[src/rtl/modem_buffer_pkg.sv]
// constants shared by the asynchronous modem buffer
package modem_buffer_pkg;
  localparam int unsigned CLK_HZ = 20_000_000;
  localparam int unsigned BAUD_DEFAULT = 110;
  localparam int unsigned BAUD_MAX = 300;
  localparam int unsigned DIV_DEFAULT = CLK_HZ / BAUD_DEFAULT;
  localparam int unsigned DIV_MIN = CLK_HZ / BAUD_MAX;
  localparam int unsigned DATA_BITS = 8;
  localparam int unsigned STOP_BITS = 2;
  localparam int unsigned FRAME_BITS = 1 + DATA_BITS + STOP_BITS;
  localparam logic [3:0] CMD_INHIBIT = 4'h4;
  localparam logic [3:0] CMD_ALLOW = 4'h8;
  localparam logic [7:0] STATION_DEFAULT = 8'h10;
  localparam logic MARK = 1'b1;
  localparam logic SPACE = 1'b0;
  localparam logic SREQ_EN_RESET = 1'b1;
  typedef enum logic [1:0] {
    TX_IDLE = 2'b00,
    TX_SEND = 2'b01
  } tx_state_t;
  typedef enum logic [1:0] {
    RX_IDLE = 2'b00,
    RX_START = 2'b01,
    RX_DATA = 2'b10,
    RX_STOP = 2'b11
  } rx_state_t;
endpackage

[src/rtl/bit_timer_if.sv]
// tick bundle from the local bit-rate generator
`timescale 1ns/1ps
interface bit_timer_if;
  logic restart;
  logic tick;
  logic half_tick;
  modport gen(input restart, output tick, output half_tick);
  modport use_side(output restart, input tick, input half_tick);
endinterface

[src/rtl/bit_timer.sv]
// local bit-rate generator with restart
`timescale 1ns/1ps
module bit_timer
  import modem_buffer_pkg::*;
#(
  parameter int unsigned DIV_W = 18
) (
  input wire logic clk_i,
  input wire logic rst_n,
  input wire logic [DIV_W-1:0] divisor_i,
  bit_timer_if.gen bt
);
  logic [DIV_W-1:0] cnt_reg;
  logic [DIV_W-1:0] cnt_next;
  always_comb begin
    if (bt.restart || cnt_reg >= divisor_i - 1'b1) begin
      cnt_next = '0;
    end else begin
      cnt_next = cnt_reg + 1'b1;
    end
  end
  always_ff @(posedge clk_i or negedge rst_n) begin
    if (!rst_n) begin
      cnt_reg <= '0;
    end else begin
      cnt_reg <= cnt_next;
    end
  end
  assign bt.tick = !bt.restart && (cnt_reg >= divisor_i - 1'b1);
  assign bt.half_tick = !bt.restart && (cnt_reg == (divisor_i >> 1));
endmodule

[src/rtl/async_modem_buffer.sv]
// asynchronous start-stop modem buffer, transmitter and receiver
// Behaviour
// - each serial character is eleven units: start, eight data, two stop
// - start bit is space, stop bits are mark
// - receiver timing restarts at every incoming start bit
// - no modem clock; all bit timing from local clock
// - processor moves one whole 8-bit character per transfer
// - default line rate is 110 baud, ten characters per second
// - bit rate selectable above default up to 300 baud
// - transmit and receive run independently at the same time
// - idle transmitter holds line at mark
// - strap selects automatic or manual call answering and hang-up
// - receiver drops framing bits, keeps eight data bits for reading
// - service request per received or sent character, suppressible
// - command 4 inhibits, command 8 allows service requests
// - transmitter at even nonzero address, receiver at next odd
`timescale 1ns/1ps
module async_modem_buffer
  import modem_buffer_pkg::*;
#(
  parameter int unsigned DIV_W = 18,
  parameter logic [DIV_W-1:0] BIT_DIV = DIV_W'(DIV_DEFAULT),
  parameter logic [7:0] STATION = STATION_DEFAULT
) (
  input wire logic clk_i,
  input wire logic rstn_i,
  input wire logic [DIV_W-1:0] rate_div_i,
  input wire logic rate_sel_i,
  input wire logic [7:0] dev_addr_i,
  input wire logic [7:0] wr_data_i,
  input wire logic wr_i,
  input wire logic cmd_i,
  input wire logic rd_i,
  output logic ack_o,
  output logic [7:0] rd_data_o,
  output logic tx_sreq_o,
  output logic rx_sreq_o,
  output logic txd_o,
  input wire logic rxd_i,
  input wire logic auto_answer_i,
  input wire logic ring_i,
  input wire logic carrier_i,
  output logic term_ready_o,
  output logic request_to_send_o
);
  logic rst_s1, rst_n;
  always_ff @(posedge clk_i or negedge rstn_i) begin
    if (!rstn_i) begin
      rst_s1 <= 1'b0;
      rst_n <= 1'b0;
    end else begin
      rst_s1 <= 1'b1;
      rst_n <= rst_s1;
    end
  end

  logic [DIV_W-1:0] divisor;
  logic tx_sel, rx_sel;
  always_comb begin
    divisor = BIT_DIV;
    if (rate_sel_i && rate_div_i >= DIV_W'(DIV_MIN)) begin
      divisor = rate_div_i;
    end
  end
  assign tx_sel = (STATION != 8'h00) && (dev_addr_i == {STATION[7:1], 1'b0});
  assign rx_sel = (STATION != 8'h00) && (dev_addr_i == {STATION[7:1], 1'b1});

  // transmitter
  bit_timer_if tx_bt();
  bit_timer #(.DIV_W(DIV_W)) u_tx_timer (
    .clk_i(clk_i), .rst_n(rst_n), .divisor_i(divisor), .bt(tx_bt)
  );
  tx_state_t tx_state_reg, tx_state_next;
  logic [10:0] tx_sh_reg, tx_sh_next;
  logic [3:0] tx_cnt_reg, tx_cnt_next;
  logic tx_pend_reg, tx_pend_next;
  logic tx_en_reg, tx_en_next;
  logic tx_load;
  assign tx_load = wr_i && tx_sel && tx_state_reg == TX_IDLE;
  assign tx_bt.restart = tx_load;
  always_comb begin
    tx_state_next = tx_state_reg;
    tx_sh_next = tx_sh_reg;
    tx_cnt_next = tx_cnt_reg;
    tx_pend_next = tx_pend_reg;
    tx_en_next = tx_en_reg;
    if (cmd_i && tx_sel && wr_data_i[3:0] == CMD_INHIBIT) tx_en_next = 1'b0;
    if (cmd_i && tx_sel && wr_data_i[3:0] == CMD_ALLOW) tx_en_next = 1'b1;
    if (wr_i && tx_sel) tx_pend_next = 1'b0;
    unique case (tx_state_reg)
      TX_IDLE: begin
        if (tx_load) begin
          tx_sh_next = {MARK, MARK, wr_data_i, SPACE};
          tx_cnt_next = 4'(FRAME_BITS - 1);
          tx_state_next = TX_SEND;
        end
      end
      TX_SEND: begin
        if (tx_bt.tick) begin
          tx_sh_next = {MARK, tx_sh_reg[10:1]};
          if (tx_cnt_reg == 4'h1) tx_pend_next = 1'b1;
          if (tx_cnt_reg == 4'h0) tx_state_next = TX_IDLE;
          else tx_cnt_next = tx_cnt_reg - 4'h1;
        end
      end
      default: tx_state_next = TX_IDLE;
    endcase
  end
  always_ff @(posedge clk_i or negedge rst_n) begin
    if (!rst_n) begin
      tx_state_reg <= TX_IDLE;
      tx_sh_reg <= 11'h7FF;
      tx_cnt_reg <= 4'h0;
      tx_pend_reg <= 1'b0;
      tx_en_reg <= SREQ_EN_RESET;
    end else begin
      tx_state_reg <= tx_state_next;
      tx_sh_reg <= tx_sh_next;
      tx_cnt_reg <= tx_cnt_next;
      tx_pend_reg <= tx_pend_next;
      tx_en_reg <= tx_en_next;
    end
  end
  assign txd_o = tx_sh_reg[0];
  assign tx_sreq_o = tx_pend_reg && tx_en_reg;

  // receiver, its own timer so both directions run at once
  bit_timer_if rx_bt();
  bit_timer #(.DIV_W(DIV_W)) u_rx_timer (
    .clk_i(clk_i), .rst_n(rst_n), .divisor_i(divisor), .bt(rx_bt)
  );
  rx_state_t rx_state_reg, rx_state_next;
  logic [7:0] rx_sh_reg, rx_sh_next;
  logic [7:0] rx_buf_reg, rx_buf_next;
  logic [3:0] rx_cnt_reg, rx_cnt_next;
  logic rx_pend_reg, rx_pend_next;
  logic rx_en_reg, rx_en_next;
  assign rx_bt.restart = rx_state_reg == RX_IDLE && rxd_i == SPACE;
  always_comb begin
    rx_state_next = rx_state_reg;
    rx_sh_next = rx_sh_reg;
    rx_buf_next = rx_buf_reg;
    rx_cnt_next = rx_cnt_reg;
    rx_pend_next = rx_pend_reg;
    rx_en_next = rx_en_reg;
    if (cmd_i && rx_sel && wr_data_i[3:0] == CMD_INHIBIT) rx_en_next = 1'b0;
    if (cmd_i && rx_sel && wr_data_i[3:0] == CMD_ALLOW) rx_en_next = 1'b1;
    if (rd_i && rx_sel) rx_pend_next = 1'b0;
    unique case (rx_state_reg)
      RX_IDLE: begin
        if (rxd_i == SPACE) rx_state_next = RX_START;
      end
      RX_START: begin
        if (rx_bt.half_tick) begin
          if (rxd_i == SPACE) begin
            rx_state_next = RX_DATA;
            rx_cnt_next = 4'(DATA_BITS);
          end else begin
            rx_state_next = RX_IDLE;
          end
        end
      end
      RX_DATA: begin
        if (rx_bt.half_tick) begin
          rx_sh_next = {rxd_i, rx_sh_reg[7:1]};
          rx_cnt_next = rx_cnt_reg - 4'h1;
          if (rx_cnt_reg == 4'h1) begin
            rx_state_next = RX_STOP;
            rx_cnt_next = 4'(STOP_BITS);
          end
        end
      end
      RX_STOP: begin
        if (rx_bt.half_tick) begin
          rx_cnt_next = rx_cnt_reg - 4'h1;
          if (rx_cnt_reg == 4'h1) begin
            rx_buf_next = rx_sh_reg;
            rx_pend_next = 1'b1;
            rx_state_next = RX_IDLE;
          end
        end
      end
      default: rx_state_next = RX_IDLE;
    endcase
  end
  always_ff @(posedge clk_i or negedge rst_n) begin
    if (!rst_n) begin
      rx_state_reg <= RX_IDLE;
      rx_sh_reg <= 8'h00;
      rx_buf_reg <= 8'h00;
      rx_cnt_reg <= 4'h0;
      rx_pend_reg <= 1'b0;
      rx_en_reg <= SREQ_EN_RESET;
    end else begin
      rx_state_reg <= rx_state_next;
      rx_sh_reg <= rx_sh_next;
      rx_buf_reg <= rx_buf_next;
      rx_cnt_reg <= rx_cnt_next;
      rx_pend_reg <= rx_pend_next;
      rx_en_reg <= rx_en_next;
    end
  end
  assign rx_sreq_o = rx_pend_reg && rx_en_reg;

  // processor answer, data from a register
  logic ack_reg, ack_next;
  logic [7:0] rd_reg, rd_next;
  always_comb begin
    ack_next = (wr_i || cmd_i || rd_i) && (tx_sel || rx_sel);
    rd_next = rd_reg;
    if (rd_i && rx_sel) rd_next = rx_buf_reg;
  end
  always_ff @(posedge clk_i or negedge rst_n) begin
    if (!rst_n) begin
      ack_reg <= 1'b0;
      rd_reg <= 8'h00;
    end else begin
      ack_reg <= ack_next;
      rd_reg <= rd_next;
    end
  end
  assign ack_o = ack_reg;
  assign rd_data_o = rd_reg;

  // call handling: automatic answers on ring, drops on lost carrier
  logic tr_reg, tr_next;
  always_comb begin
    tr_next = tr_reg;
    if (auto_answer_i) begin
      if (ring_i) tr_next = 1'b1;
      else if (tr_reg && !carrier_i && !ring_i) tr_next = 1'b0;
    end else begin
      tr_next = 1'b1;
    end
  end
  always_ff @(posedge clk_i or negedge rst_n) begin
    if (!rst_n) begin
      tr_reg <= 1'b0;
    end else begin
      tr_reg <= tr_next;
    end
  end
  assign term_ready_o = tr_reg;
  assign request_to_send_o = tx_state_reg == TX_SEND;

  a_tx_idle_mark: assert property (@(posedge clk_i) disable iff (!rst_n)
    tx_state_reg == TX_IDLE |-> txd_o == MARK)
    else $error("idle line not mark");
  a_tx_start_space: assert property (@(posedge clk_i) disable iff (!rst_n)
    tx_load |=> txd_o == SPACE && tx_cnt_reg == 4'hA)
    else $error("start bit not space");
  a_rx_false_start: assert property (@(posedge clk_i) disable iff (!rst_n)
    rx_state_reg == RX_START && rx_bt.half_tick && rxd_i == MARK
    |=> rx_state_reg == RX_IDLE)
    else $error("false start accepted");
  a_rx_restart: assert property (@(posedge clk_i) disable iff (!rst_n)
    rx_state_reg == RX_IDLE && rxd_i == SPACE
    |=> u_rx_timer.cnt_reg == '0)
    else $error("timer not restarted");
  a_rx_done_req: assert property (@(posedge clk_i) disable iff (!rst_n)
    rx_state_reg == RX_STOP && rx_bt.half_tick && rx_cnt_reg == 4'h1
    |=> rx_pend_reg && rx_buf_reg == $past(rx_sh_reg))
    else $error("received byte lost");
  a_inhibit_cmd: assert property (@(posedge clk_i) disable iff (!rst_n)
    cmd_i && tx_sel && wr_data_i[3:0] == CMD_INHIBIT |=> !tx_sreq_o)
    else $error("inhibit ignored");
  a_allow_cmd: assert property (@(posedge clk_i) disable iff (!rst_n)
    cmd_i && rx_sel && wr_data_i[3:0] == CMD_ALLOW |=> rx_en_reg)
    else $error("allow ignored");
  a_addr_pair: assert property (@(posedge clk_i) disable iff (!rst_n)
    !(tx_sel && rx_sel))
    else $error("both sections selected");
  a_rate_floor: assert property (@(posedge clk_i) disable iff (!rst_n)
    rate_sel_i && rate_div_i < DIV_W'(DIV_MIN)
    |-> divisor == BIT_DIV)
    else $error("rate above maximum");
  a_lsb_first: assert property (@(posedge clk_i) disable iff (!rst_n)
    tx_load |=> tx_sh_reg[1] == $past(wr_data_i[0]))
    else $error("lsb not first");
  a_manual_ready: assert property (@(posedge clk_i) disable iff (!rst_n)
    !auto_answer_i |=> term_ready_o)
    else $error("manual mode not ready");
  a_auto_hangup: assert property (@(posedge clk_i) disable iff (!rst_n)
    auto_answer_i && term_ready_o && !carrier_i && !ring_i
    |=> !term_ready_o)
    else $error("no hang-up on lost carrier");
endmodule

[config.mk]
export PLATFORM = sky130hd
export DESIGN_NAME = async_modem_buffer
export DESIGN_NICKNAME = d
export VERILOG_FILES = /design/src/rtl/modem_buffer_pkg.sv /design/src/rtl/bit_timer_if.sv /design/src/rtl/bit_timer.sv /design/src/rtl/async_modem_buffer.sv
export SDC_FILE = /design/constraint.sdc
export NUM_CORES = 1
export LEC_CHECK = 0
export ABC_AREA = 1
export BUFFER_PORTS_ARGS = -buffer_cell sky130_fd_sc_hd__buf_2
export CORE_ASPECT_RATIO = 1.1
export CORE_MARGIN = 2
export CORE_UTILIZATION = 42
export CTS_CLUSTER_SIZE = 14
export DETAILED_ROUTE_END_ITERATION = 12
export GPL_ROUTABILITY_DRIVEN = 0
export PLACE_DENSITY = 0.72
export REMOVE_ABC_BUFFERS = 1
export SYNTH_ARGS = -nofsm -noshare
export SYNTH_HDL_FRONTEND = slang
export SYNTH_SLANG_ARGS = --single-unit
[constraint.sdc]
create_clock -name clk_i -period 2.5 [get_ports clk_i]
set_clock_uncertainty 0.15 [all_clocks]
set_input_delay 0.625 -clock clk_i [delete_from_list [all_inputs] [get_ports clk_i]]
set_output_delay 0.625 -clock clk_i [all_outputs]
set_load 0.01 [all_outputs]
# After elaboration in Yosys (flattened, before gate mapping)
# Cells that the tools add are included.
# totals
reg_bits	91
latchBits	0
mem_bits_rw	0
rom_bits	0
output_inout_bits	14
elab_cells	134
mem_count	0
# op_classes
add_sub_neg	5
n_mul	0
n_div	0
n_lt_le_gt_ge	3
eq_ne	23
shifts	0
muxes	43
bitwise_logic	1
n_reduce_logical	41
# ops
operator	count
$mux 18	3
$add 18x1->18 const B	2
$ge 18x18->1	2
$mux 4	8
$mux 11	2
$pmux 11 s2	1
$mux 2	10
$eq 18x17->1	1
$ge 18x17->1 const B	1
$logic_and 1x1->1	18
$sub 18x1->18 const B	1
$eq 8x5->1 const B	2
$ne 2x2->1 const B	8
$mux 1	15
$pmux 4 s3	1
$reduce_and 3->1	3
$eq 4x1->1 const B	2
$pmux 2 s4	1
$pmux 4 s2	1
$sub 4x1->4 const B	2
$ne 2x1->1 const B	3
$reduce_and 6->1	1
$reduce_bool 2->1	3
$logic_or 1x1->1	5
other kinds (14)	20

# Logic depth before layout (Yosys ltp)
# Gate-level depths: netlist of run 1.
# depth
word_depth	8
ltp_mapped	36
ltp_nobuf	35

# Cells and area by module
# A second synthesis of run 1 with hierarchy kept.
# hier_totals
hier_cells	942
hier_area_um2	6799.0
# by_module_without_submodules
mod	n_inst	cells_per_inst	area_each_um2	seq_area_each_um2
async_modem_buffer	1	353	2751.4	1315.0
bit_timer at u_tx_timer	1	292	2044.5	450.4
bit_timer at u_rx_timer	1	297	2003.2	450.4

# Worst setup path before layout of run 1
# Ideal clock, no wire load.
# synth_path
path_kind	input to register
startpoint	input port rate_div_i[13]
endpoint	register tx_sh_reg[6]
setup_ns	0.076
t_arrival_ns	3.905
required_ns	2.274
path_slack_ns	-1.631
stages	32
path_buffers	1
path_cell_list	nor2_1 nand2_1 a21oi_1 nand3_2 nand2_4 inv_4 nand2_1 ha_1 inv_1 nor2_4 nand2_2 nor2_4 xor2_1 ha_1 nand2_1 nor2_1 nand4_1 o21ai_0 nor4_1 nand2_1 a21o_1 nand2_1 nand3_1 nand2_1 nand2_1 nand2_1 nand2_1 nand2_2 nand3_4 buf_8 nand3_1 nand2_1
# synth_via
elab_chain_len	8
# synth_lines
element	line_no	source
start, declared	async_modem_buffer.sv:27	input wire logic [DIV_W-1:0] rate_div_i,
$ge 18x17->1	async_modem_buffer.sv:61	if (rate_sel_i && rate_div_i >= DIV_W'(DIV_MIN)) begin
$logic_and 1x1->1	async_modem_buffer.sv:61	
$mux 18 (*)	async_modem_buffer.sv:61	
$sub 18x1->18 (*)	--	
$ge 18x18->1 (*)	bit_timer.sv:29	assign bt.tick = !bt.restart && (cnt_reg >= divisor_i - 1'b1);
$logic_and 1x1->1 (*)	bit_timer.sv:29	
$ne 2x1->1 (no line) (*)	--	
$reduce_and 3->1 (no line) (*)	--	
end signal, assigned	async_modem_buffer.sv:118	tx_sh_reg <= tx_sh_next;
end, declared	async_modem_buffer.sv:74	logic [10:0] tx_sh_reg, tx_sh_next;
# Mark *: on every way between the ends. The rest lies on a longest branch, timed or not.
# A chain may end at the register's enable or synchronous reset.

# Final worst setup path of run 1
# layout_path
startpoint	input port rate_div_i[12]
endpoint	register u_rx_timer.cnt_reg[8]
# layout_via
elab_chain_len	7
# layout_lines
element	line_no	source
$ge 18x17->1	async_modem_buffer.sv:61	
$logic_and 1x1->1	async_modem_buffer.sv:61	
$mux 18 (*)	async_modem_buffer.sv:61	
$sub 18x1->18 (*)	--	
$ge 18x18->1 (*)	bit_timer.sv:16	if (bt.restart || cnt_reg >= divisor_i - 1'b1) begin
$logic_or 1x1->1 (*)	bit_timer.sv:16	
$mux 18 (*)	bit_timer.sv:16	
net u_rx_timer.cnt_next[8]	bit_timer.sv:14	logic [DIV_W-1:0] cnt_next;
end signal, assigned	bit_timer.sv:26	cnt_reg <= cnt_next;
end, declared	bit_timer.sv:13	logic [DIV_W-1:0] cnt_reg;
# Mark *: on every way through the listed nets, which the timed path passes. The rest lies on a longest branch.

==> results.md, run 1 <==
* Final Max Slew Viols at 0
* Synthesis-to-layout area growth at 51.00%
* YS warnings at 0
* Simple-gate share of the synthesized area at 0.3376
* DRC viols at 0
* Clock root cell: clkbuf_16
* Io pins at a little under 60
* Clock Path Buffers at 2
* R2R cell count at 21
* Maximum vdd drop at between 0.3 and 0.4 mV
* Commonest cells post-synth: nand2_1 (209), inv_1 (107), nor2_1 (101), dfrtp_1 (77), nand3_1 (49)
* Leakage at about 4.4 nW
* Routed Antenna Nets at 0
* Total CTS buffers at 9
* Worst slew pin tran at around 0.6 ns
* Worst-path clk slew at 0.08 ns
* Dpl hpwl at 11,430 um
* Top-count cell post-synth: nand2_1
* CTS tree: yes
* Vias after detailed routing at around 6.4k
* Complex-gate fraction of the synthesized area at 0.06764
* Synthesized area per cell at ~7.4 um^2
* Hold slack final at between 0.15 and 0.2 ns
* Initial DRC Count at between 300 and 400
* Area contributors post-synth: dfrtp_1 (33%), nand2_1 (13%), ha_1 (7.2%)
* Rows at 45
* Fmax at 0.2299 GHz
* Share of the synthesized area in the top cell type at 0.3255
* Final hold viol count at 0
* Adder-cell share of the synthesized area at 0.07187
* Synth async-reset ratio at 1.000
* Crit Path Category: input port to register
* Vias in the first global route at just over 6k
* Minimum clock period at between 4 and 5 ns
* All-layer global routing usage at 0.2366
* First-pass iteration count of the detailed router at 5
* # setup viols final at 74
* Latest clock arrival within the worst-skew pair at about 0.35 ns
* Crit. End Element: register
* Final #Nets at roughly 1.1k
* Max_slew headroom at 0.5979
* Starting Density at 0.4291
* Post-synth EDFFs at 0
* Port Buffers at 57
* DR WL/cell at 15.06 um
* Die H at 128.5 um
* Area of the die at between 15,000 and 20,000 um^2
* Final Power at 5.070 mW
* Core area at about 14,000 um^2
* Largest net degree at the start of global routing at between 40 and 50
* Post-Syn Instances at between 800 and 900
* WP data required at 2.62 ns
* PD cells at 567.2 nW/um^2
* Clock sink total at between 80 and 90
* Synth Flop Type: dfrtp_1
* Area of the mapped netlist at around 5900 um^2
* Post-Route Utilization at 0.6480
* CP Launch Point: rate_div_i[12]
* Synth Area in XOR/XNOR at 0.04883
* Register area share after synthesis at 0.3743
* Total of fill cells in the finished design at 1,035
* Status: complete, but fails checks
* Startpoint types: input port
* Post-synthesis mux area share at 0.01522
* H-tree depth at 3
* Reg2reg end: u_rx_timer.cnt_reg[8]$_DFF_PN0_
* Library cells used by synthesis at 48
* Die W at between 100 and 150 um
* Routed WL at around 19,000 um
* Largest family of logic cells by synthesized area: simple AND/OR/NAND/NOR gates
* Crit-path max FO at 5
* RSZ-0062 raised after global routing: true
* Pre-CTS setup slack at -2.081 ns
* First-pass GRT wire length at roughly 28,000 um
* DR vias/cell at 5.190
* # diodes at 0
* Arr. time, crit path at around 4.5 ns
* Area leader, netlist: dfrtp_1
* Max_cap viols at 0
* Placed insts at 1,172
* Share of cells above drive strength 1 at 0.4074
* Fin worst setup slack at -1.851 ns
* Max incr delay on CP at 0.30 ns
* Gr ovfl total at 0
* Hold Crit Class: register to async pin
* CP max-delay cell: ha_1
* Antenna violations before repair at 0
* R2r setup slk at -0.30 ns
* Most frequent CP cell: nand2_1
* FF+latch count, synth at 88
* Final Non-Filler Cells at approximately 1.2k
* Violated checks: negative setup slack
* Period Utilization, post-route at 1.740
* Worst R2R Start: u_rx_timer.cnt_reg[7]$_DFF_PN0_
[worst max path at each step]
stage                                       end  slack (ns)  depth (start not counted)
2_1_floorplan          tx_sh_reg[0]$_DFFE_PN1P_       -1.83                         32
3_3_place_gp    u_tx_timer.cnt_reg[2]$_DFF_PN0_       -1.95                         34
3_5_place_dp    u_tx_timer.cnt_reg[4]$_DFF_PN0_       -2.08                         32
4_1_cts         u_tx_timer.cnt_reg[2]$_DFF_PN0_       -1.52                         29
5_1_grt        u_tx_timer.cnt_reg[15]$_DFF_PN0_       -2.16                         32
6_report        u_rx_timer.cnt_reg[8]$_DFF_PN0_       -1.85                         34
[through the flow]
step / instance area, um^2 / TNS, ns
2_1_floorplan: 5864 / -110.81
3_3_place_gp: 7412 / -115.14
3_5_place_dp: 7412 / -121.69
4_1_cts: 8522 / -86.70
5_1_grt: 8939 / -129.13
6_report: 8939 / -106.33
[power by group]
| part | leakage [nW] | internal [mW] | switching [mW] |
|---|---|---|---|
| sequential | 1.14 | 1.63 | 0.204 |
| combinational | 3.17 | 0.888 | 0.983 |
| clock | 0.144 | 0.708 | 0.661 |
| total | 4.45 | 3.22 | 1.85 |
[metal layers]
| metal | up-vias | share of wire | global-route usage |
|---|---|---|---|
| met5 | - | 0 | 0 |
| met4 | 0 | 0.043 | 0.1218 |
| met3 | 70 | 0.044 | 0.03439 |
| met2 | 211 | 0.51 | 0.4094 |
| met1 | 3062 | 0.40 | 0.2831 |
| li1 | 3072 | - | - |
[what timing repair did]
item	in CTS	in global routing
pin swaps	27	35
resized for setup	111	84
hold buffers	1	0
buffers inserted	32	8
endpoints found under the setup margin	74	74
endpoints found under the hold margin	2	0
cloned	5	2
[worst max-delay path, delay by kind of cell]
kind                     cells  cell delay, ns
XOR/XNOR                     1            0.23
adder cells (fa/ha/maj)      1            0.30
buffers and inverters        5            0.72
AND/OR/NAND/NOR             25            2.29
AO/OA/AOI/OAI                2            0.33
[placed cells by master (no fill, tap or decap), types with 4 or more instances in the layout]
cell type  synthesis  final
o21ai_1           20     14
nand3_2            3     16
nor3_1            16     14
mux2_2             8      8
buf_16             0      4
nor2_2             4     28
buf_6              0     17
dfstp_2           11     11
nand3_4            1      4
dfrtp_1           77     76
a21oi_1           17     12
xor2_1            31     27
nand4_1           23     23
buf_4              0    158
nor2_4             2     14
clkbuf_16          0     11
nand2_2            5     21
inv_1            107    105
inv_2              7      9
o21ai_0           20     14
a21oi_2            1      6
nor3_2             8      6
nand2_4            1     15
ha_1              34     32
nor2_1           101     65
nand3_1           49     33
nand2_1          209    177
xor2_2             0      4
buf_2              5     51
o21ai_2            0     11
nor3_4             0      4
[cells by family after synthesis]
logic type / after synthesis
xor+xnor: 33
other cells: 1
flops: 88
simple gates: 441
compound gates: 72
buf+inv: 127
fa+ha+maj: 34
mux: 8
[final cells by class]
cell class                 instances  area [um^2]  share of cell area
timing repair buffer             237         1878              0.2101
sequential                        88         2220              0.2483
tap                              188        235.2             0.02632
inverter                         117        441.7             0.04941
clock buffer                       9        225.2             0.02520
clock inverter                     7        75.07            0.008399
multi-input combinational        590         3864              0.4323
No activity file was read; power rests on OpenSTA's default activity.
==> run 2: changes to the inputs <==
==> constraint.sdc (replaced) <==
create_clock -name clk_i -period 2.5 [get_ports clk_i]
set_clock_uncertainty 0.15 [all_clocks]
set_input_delay 0.25 -clock clk_i [delete_from_list [all_inputs] [get_ports clk_i]]
set_output_delay 0.25 -clock clk_i [all_outputs]
set_load 0.01 [all_outputs]
==> results.md, run 2 (synthesized netlist as in run 1, its figures left out) <==
* Status: complete, but fails checks (unchanged)
* Violated checks: negative setup slack (unchanged)
* Worst-path clk slew at 0.07 ns (was 0.08 ns)
* WP buf/inv at 3 (was 5)
* Area after DPL at 7410 um^2 (was 7412 um^2)
* Clock sink total at 88 (unchanged)
* Arr. time, crit path at 3.96 ns (was 4.47 ns)
* Initial DRC Count at 300 (was 363)
* Most frequent CP cell: nand2_1 (unchanged)
* Crit. End Element: register (unchanged)
* Total of fill cells in the finished design at 1,113 (was 1,035)
* Routed WL at 16,430 um (was 18,620 um)
* CTS tree: yes (unchanged)
* # setup viols final at 74 (unchanged)
* Fin worst setup slack at -1.345 ns (was -1.851 ns)
* Hold slack final at 0.01657 ns (was 0.1985 ns)
* Antenna violations before repair at 0 (unchanged)
* Max_slew headroom at 0.5641 (was 0.5979)
* RSZ-0062 raised after global routing: true (unchanged)
* Max_cap viols at 0 (unchanged)
* Fmax at 0.2601 GHz (was 0.2299 GHz)
* Startpoint types: input port (unchanged)
* Latest clock arrival within the worst-skew pair at 0.35 ns (about the same)
* Vias after detailed routing at 6,031 (was 6,415)
* Gr ovfl total at 0 (unchanged)
* Maximum vdd drop at 0.4071 mV (was 0.3314 mV)
* Leakage at 4.293 nW (was 4.447 nW)
* Share of cells above drive strength 1 at 0.3693 (was 0.4074)
* Crit-path max FO at 9 (was 5)
* Sequential power share at 0.376 (was 0.361)
* Period Utilization, post-route at 1.538 (was 1.740)
* Logic pwr share at 0.346 (was 0.369)
* PD cells at 571.0 nW/um^2 (was 567.2 nW/um^2)
* Vias in the first global route at 5,912 (was 6,202)
* Final hold viol count at 0 (unchanged)
* Min-delay src: dev_addr_i[5]
* Area of the die at 15,060 um^2 (unchanged)
* P_sw at 1.750 mW (was 1.847 mW)
* Int Pwr at 3.125 mW (was 3.223 mW)
* DRC viols at 0 (unchanged)
* Rows at 45 (unchanged)
* CP max-delay cell: nor3b_4 (was ha_1)
* All-layer global routing usage at 0.2229 (was 0.2366)
* Crit Path Category: input port to register (unchanged)
* DR WL/cell at 13.50 um (was 15.06 um)
* Final #Nets at 1,102 (was 1,121)
* Crit path max-delay family: simple AND/OR/NAND/NOR gates (unchanged)
* Io pins at 58 (unchanged)
* Placed insts at 1,170 (was 1,172)
* Worst slew pin tran at 0.6538 ns (was 0.5947 ns)
* Worst R2R Start: u_tx_timer.cnt_reg[1]$_DFF_PN0_ (was u_rx_timer.cnt_reg[7]$_DFF_PN0_)
* Synthesis-to-layout area growth at 44.24% (was 51.00%)
* Minimum clock period at 3.845 ns (was 4.351 ns)
* Clock power frac at 0.278 (was 0.270)
* Design Area, Final at 8538 um^2 (was 8939 um^2)
* # diodes at 0 (unchanged)
* First-pass GRT wire length at 26,950 um (was 28,160 um)
* DR vias/cell at 4.956 (was 5.190)
* Max incr delay on CP at 0.32 ns (was 0.30 ns)
* Core area at 13,790 um^2 (unchanged)
* CP Launch Point: rate_div_i[14] (was rate_div_i[12])
* Clock Path Buffers at 2 (unchanged)
* Port Buffers at 57 (unchanged)
* Final Power at 4.875 mW (was 5.070 mW)
* Register area at 2220 um^2 (unchanged)
* Clock root cell: clkbuf_16 (unchanged)
* Largest net degree at the start of global routing at 48 (unchanged)
* Die W at 117.2 um (unchanged)
* Final Non-Filler Cells at 1,217 (was 1,236)
* Switching Share at 0.3590 (was 0.3643)
* Total CTS buffers at 9 (unchanged)
* Commonest cells after routing, fill and taps aside: nand2_1 (179), buf_4 (139), inv_1 (105) (was nand2_1 (177), buf_4 (158), inv_1 (105))
* Multi-input gate area in the final layout at 3676 um^2 (was 3864 um^2)
* Routed Antenna Nets at 0 (unchanged)
* Dpl hpwl at 11,140 um (was 11,430 um)
* Post-Route Utilization at 0.6190 (was 0.6480)
* First-pass iteration count of the detailed router at 5 (unchanged)
* Hold Crit Class: input port to register (was register to async pin)
* H-tree depth at 3 (unchanged)
* WP data required at 2.62 ns (about the same)
* Final Max Slew Viols at 0 (unchanged)
* Die H at 128.5 um (unchanged)
* Starting Density at 0.4291 (unchanged)
* Commonest non-fill, non-tap cell in the layout: nand2_1 (unchanged)
==> run 2: worst paths after layout <==
kind / cells past startpoint / slack (ns) / to
worst max register to register: 16 / -0.29 / u_tx_timer.cnt_reg[13]$_DFF_PN0_
min in group asynchronous: 2 / 0.06 / rst_n$_DFF_PN0_
worst max-delay path: 29 / -1.34 / u_tx_timer.cnt_reg[13]$_DFF_PN0_
worst min register to register: 0 / 0.20 / rst_n$_DFF_PN0_
worst min-delay path: 4 / 0.02 / ack_o$_DFF_PN0_
max in group asynchronous: 1 / 1.34 / rd_data_o[5]$_DFFE_PN0P_
==> run 2: worst reg2reg max path: stages (launching register included) <==
cell	delay (ns)
dfrtp_1	0.39
ha_1	0.31
a21oi_1	0.29
o21ai_2	0.12
nor4_2	0.26
nand2_1	0.08
a21o_1	0.17
nand2_2	0.07
nand3_2	0.05
nand2_1	0.06
nand2_1	0.06
nand2_1	0.05
nand2_1	0.05
nand2_2	0.11
nand3_4	0.17
buf_12	0.20
nor3_2	0.12
==> run 2: power by group through the flow <==
| stage | logic [mW] | clock network (mW) | registers, mW |
|---|---|---|---|
| finish | 1.69 | 1.35 | 1.84 |
| detailed placement | 1.39 | 0 | 1.83 |
| floorplan | 0.819 | 0 | 1.82 |
| global route | 1.89 | 1.43 | 1.87 |
| global placement | 1.36 | 0 | 1.82 |
| CTS | 1.54 | 1.38 | 1.82 |
==> run 2: layout make-up <==
class | count | area share
Clock inverter | 7 | 0.008792
Inverter | 117 | 0.05173
Sequential cell | 88 | 0.2600
Clock buffer | 9 | 0.02638
Multi-Input combinational cell | 590 | 0.4305
Tap cell | 188 | 0.02755
Timing Repair Buffer | 218 | 0.1950
==> run 2: timing repair <==
action	in CTS	in global routing
hold endpoints to repair	3	0
hold buffers	3	0
resized for setup	83	64
gates cloned	3	0
endpoints found under the setup margin	73	74
pin swaps	19	34
buffers inserted	17	8
==> run 2: routing by layer <==
| metal | share of wire | GRT usage |
|---|---|---|
| met5 | 0 | 0 |
| met1 | 0.44 | 0.2923 |
| met4 | 0.038 | 0.08720 |
| met2 | 0.49 | 0.3759 |
| met3 | 0.030 | 0.02449 |
==> run 2: stage by stage <==
step                      setup WS (ns)  setup TNS (ns)
after floorplan                  -1.455          -84.87
after global placement           -1.576          -87.89
after detailed placement         -1.719          -95.02
after CTS                        -1.164          -59.60
after global routing             -1.576          -84.95
final                            -1.345          -67.64
==> run 3: changes to the inputs <==
--- a/config.mk
+++ b/config.mk
@@ -8,11 +8,11 @@
 export ABC_AREA = 1
 export BUFFER_PORTS_ARGS = -buffer_cell sky130_fd_sc_hd__buf_2
 export CORE_ASPECT_RATIO = 1.1
-export CORE_MARGIN = 2
 export CORE_UTILIZATION = 42
 export CTS_CLUSTER_SIZE = 14
 export DETAILED_ROUTE_END_ITERATION = 12
 export GPL_ROUTABILITY_DRIVEN = 0
+export HOLD_SLACK_MARGIN = 0.1
 export PLACE_DENSITY = 0.72
 export REMOVE_ABC_BUFFERS = 1
 export SYNTH_ARGS = -nofsm -noshare
==> results.md, run 3 (synthesized netlist as in run 1, its figures left out) <==
* All-layer global routing usage at 0.2223 (was 0.2229)
* Dpl hpwl at 10,920 um (was 11,140 um)
* Routed Antenna Nets at 0 (unchanged)
* Fin worst setup slack at -1.357 ns (was -1.345 ns)
* Commonest cells after routing, fill and taps aside: nand2_1 (183), buf_4 (147), inv_1 (104) (was nand2_1 (179), buf_4 (139), inv_1 (105))
* Crit-path max FO at 5 (was 9)
* H-tree depth at 3 (unchanged)
* Crit Path Category: input port to register (unchanged)
* Startpoint types: input port (unchanged)
* Area of the die at 14,570 um^2 (was 15,060 um^2)
* Port Buffers at 57 (unchanged)
* Starting Density at 0.4291 (unchanged)
* First-pass iteration count of the detailed router at 5 (unchanged)
* Commonest non-fill, non-tap cell in the layout: nand2_1 (unchanged)
* Max_slew headroom at 0.5817 (was 0.5641)
* Final Power at 4.965 mW (was 4.875 mW)
* Minimum clock period at 3.857 ns (was 3.845 ns)
* Worst slew pin tran at 0.6188 ns (was 0.6538 ns)
* Setup TNS at -71.79 ns (was -67.64 ns)
* Synthesis-to-layout area growth at 49.52% (was 44.24%)
* CP max-delay cell: o21ai_1 (was nor3b_4)
* Die H at 126.5 um (was 128.5 um)
* Latest clock arrival within the worst-skew pair at 0.35 ns (about the same)
* RSZ-0062 raised after global routing: true (unchanged)
* Clock root cell: clkbuf_16 (unchanged)
* Clock Path Buffers at 2 (unchanged)
* Area after DPL at 7392 um^2 (was 7410 um^2)
* DRC viols at 0 (unchanged)
* Max incr delay on CP at 0.23 ns (was 0.32 ns)
* Clock sink total at 88 (unchanged)
* Largest net degree at the start of global routing at 42 (was 48)
* Placed insts at 1,166 (was 1,170)
* Final Max Slew Viols at 0 (unchanged)
* Die W at 115.2 um (was 117.2 um)
* Vias after detailed routing at 6,264 (was 6,031)
* CTS tree: yes (unchanged)
* Maximum vdd drop at 0.3448 mV (was 0.4071 mV)
* R2r setup slk at -0.22 ns (was -0.29 ns)
* Vias in the first global route at 5,817 (was 5,912)
* Worst R2R Start: u_tx_timer.cnt_reg[7]$_DFF_PN0_ (was u_tx_timer.cnt_reg[1]$_DFF_PN0_)
* Core area at 13,790 um^2 (unchanged)
* Violated checks: negative setup slack (unchanged)
* Period Utilization, post-route at 1.543 (was 1.538)
* Arr. time, crit path at 3.98 ns (was 3.96 ns)
* Fmax at 0.2592 GHz (was 0.2601 GHz)
* Io pins at 58 (unchanged)
* Antenna violations before repair at 0 (unchanged)
* Most frequent CP cell: buf_4 (was nand2_1)
* Total CTS buffers at 9 (unchanged)
* # setup viols final at 74 (unchanged)
* PD cells at 560.9 nW/um^2 (was 571.0 nW/um^2)
* Share of cells above drive strength 1 at 0.3667 (was 0.3693)
* Design Area, Final at 8851 um^2 (was 8538 um^2)
* Gr ovfl total at 0 (unchanged)
* Worst-path clk slew at 0.07 ns (about the same)
* WP data required at 2.63 ns (was 2.62 ns)
* Routed WL at 17,260 um (was 16,430 um)
* Reg2reg end: tx_sh_reg[4]$_DFFE_PN1P_ (was u_tx_timer.cnt_reg[13]$_DFF_PN0_)
* Leakage at 4.434 nW (was 4.293 nW)
* Final hold viol count at 0 (unchanged)
* # diodes at 0 (unchanged)
* Final #Nets at 1,123 (was 1,102)
* Initial DRC Count at 337 (was 300)
* Max_cap viols at 0 (unchanged)
* Hold Crit Class: register to async pin (was input port to register)
* First-pass GRT wire length at 26,000 um (was 26,950 um)
* Crit. End Element: register (unchanged)
* DR WL/cell at 13.94 um (was 13.50 um)
* R2R cell count at 19 (was 16)
* Status: complete, but fails checks (unchanged)
* Final Non-Filler Cells at 1,238 (was 1,217)
* DR vias/cell at 5.060 (was 4.956)
* Rows at 45 (unchanged)
-- run 3: cell count changes in the layout (fill, tap and decap cells not counted), sizes merged --
cell,before,now
dlygate4sd3,3,16
inv,118,119
clkbuf,9,13
clkinv,5,4
buf,215,218
nand3,53,54
-- run 3: layout make-up --
type	instances	area, um^2
timing repair buffer	238	1891
sequential	88	2220
multi-input combinational	591	3766
clock inverter	7	72.57
tap	188	235.2
inverter	117	441.7
clock buffer	9	225.2
fill	1051	4943
-- run 3: worst max-delay path by stage --
stage	startpoint	slack, ns	to
after CTS	rate_div_i[15]	-1.16	u_tx_timer.cnt_reg[13]$_DFF_PN0_
final	rate_div_i[9]	-1.36	tx_sh_reg[4]$_DFFE_PN1P_
after detailed placement	rate_div_i[15]	-1.69	tx_sh_reg[5]$_DFFE_PN1P_
after global placement	rate_div_i[8]	-1.56	tx_sh_reg[8]$_DFFE_PN1P_
after floorplan	rate_div_i[13]	-1.46	tx_sh_reg[0]$_DFFE_PN1P_
after global routing	rate_div_i[7]	-1.71	tx_sh_reg[3]$_DFFE_PN1P_
-- run 3: stage by stage --
| stage | setup WS (ns) | hold slack (ns) | utilization |
|---|---|---|---|
| floorplan | -1.455 | -0.1956 | - |
| global placement | -1.556 | -0.1140 | 0.5359 |
| detailed placement | -1.690 | -0.1117 | 0.5359 |
| CTS | -1.164 | 0.1180 | 0.5938 |
| global route | -1.713 | 0.1382 | 0.6416 |
| finish | -1.357 | 0.1085 | 0.6416 |
-- run 3: power by group --
part,total (mW),switching (mW),leakage (nW),internal (mW)
sequential,1.83,0.199,1.14,1.63
combinational,1.79,0.945,3.15,0.845
clock,1.35,0.643,0.143,0.706
-- run 3: layer usage --
layer,GRT usage,share of wire,vias up,routed length (um)
li1,-,-,3078,-
met1,0.2851,0.42,2977,7321
met2,0.3813,0.51,159,8830
met3,0.02676,0.030,50,512
met4,0.08403,0.034,0,595
met5,0,0,-,0
-- run 3: repair_timing --
| action | 4_1_cts | 5_1_grt |
|---|---|---|
| endpoints found under the setup margin | 74 | 74 |
| buffers inserted | 21 | 13 |
| hold endpoints to repair | 13 | 0 |
| pin swaps | 22 | 26 |
| resized for setup | 45 | 106 |
| hold buffers | 16 | 0 |
| cloned | 1 | 7 |
-- run 3: worst max-delay path: cells and delay by family --
family / cells / cell delay (ns)
xor+xnor: 1 / 0.17
simple gates: 8 / 1.01
buf+inv: 19 / 2.30
compound gates: 1 / 0.23
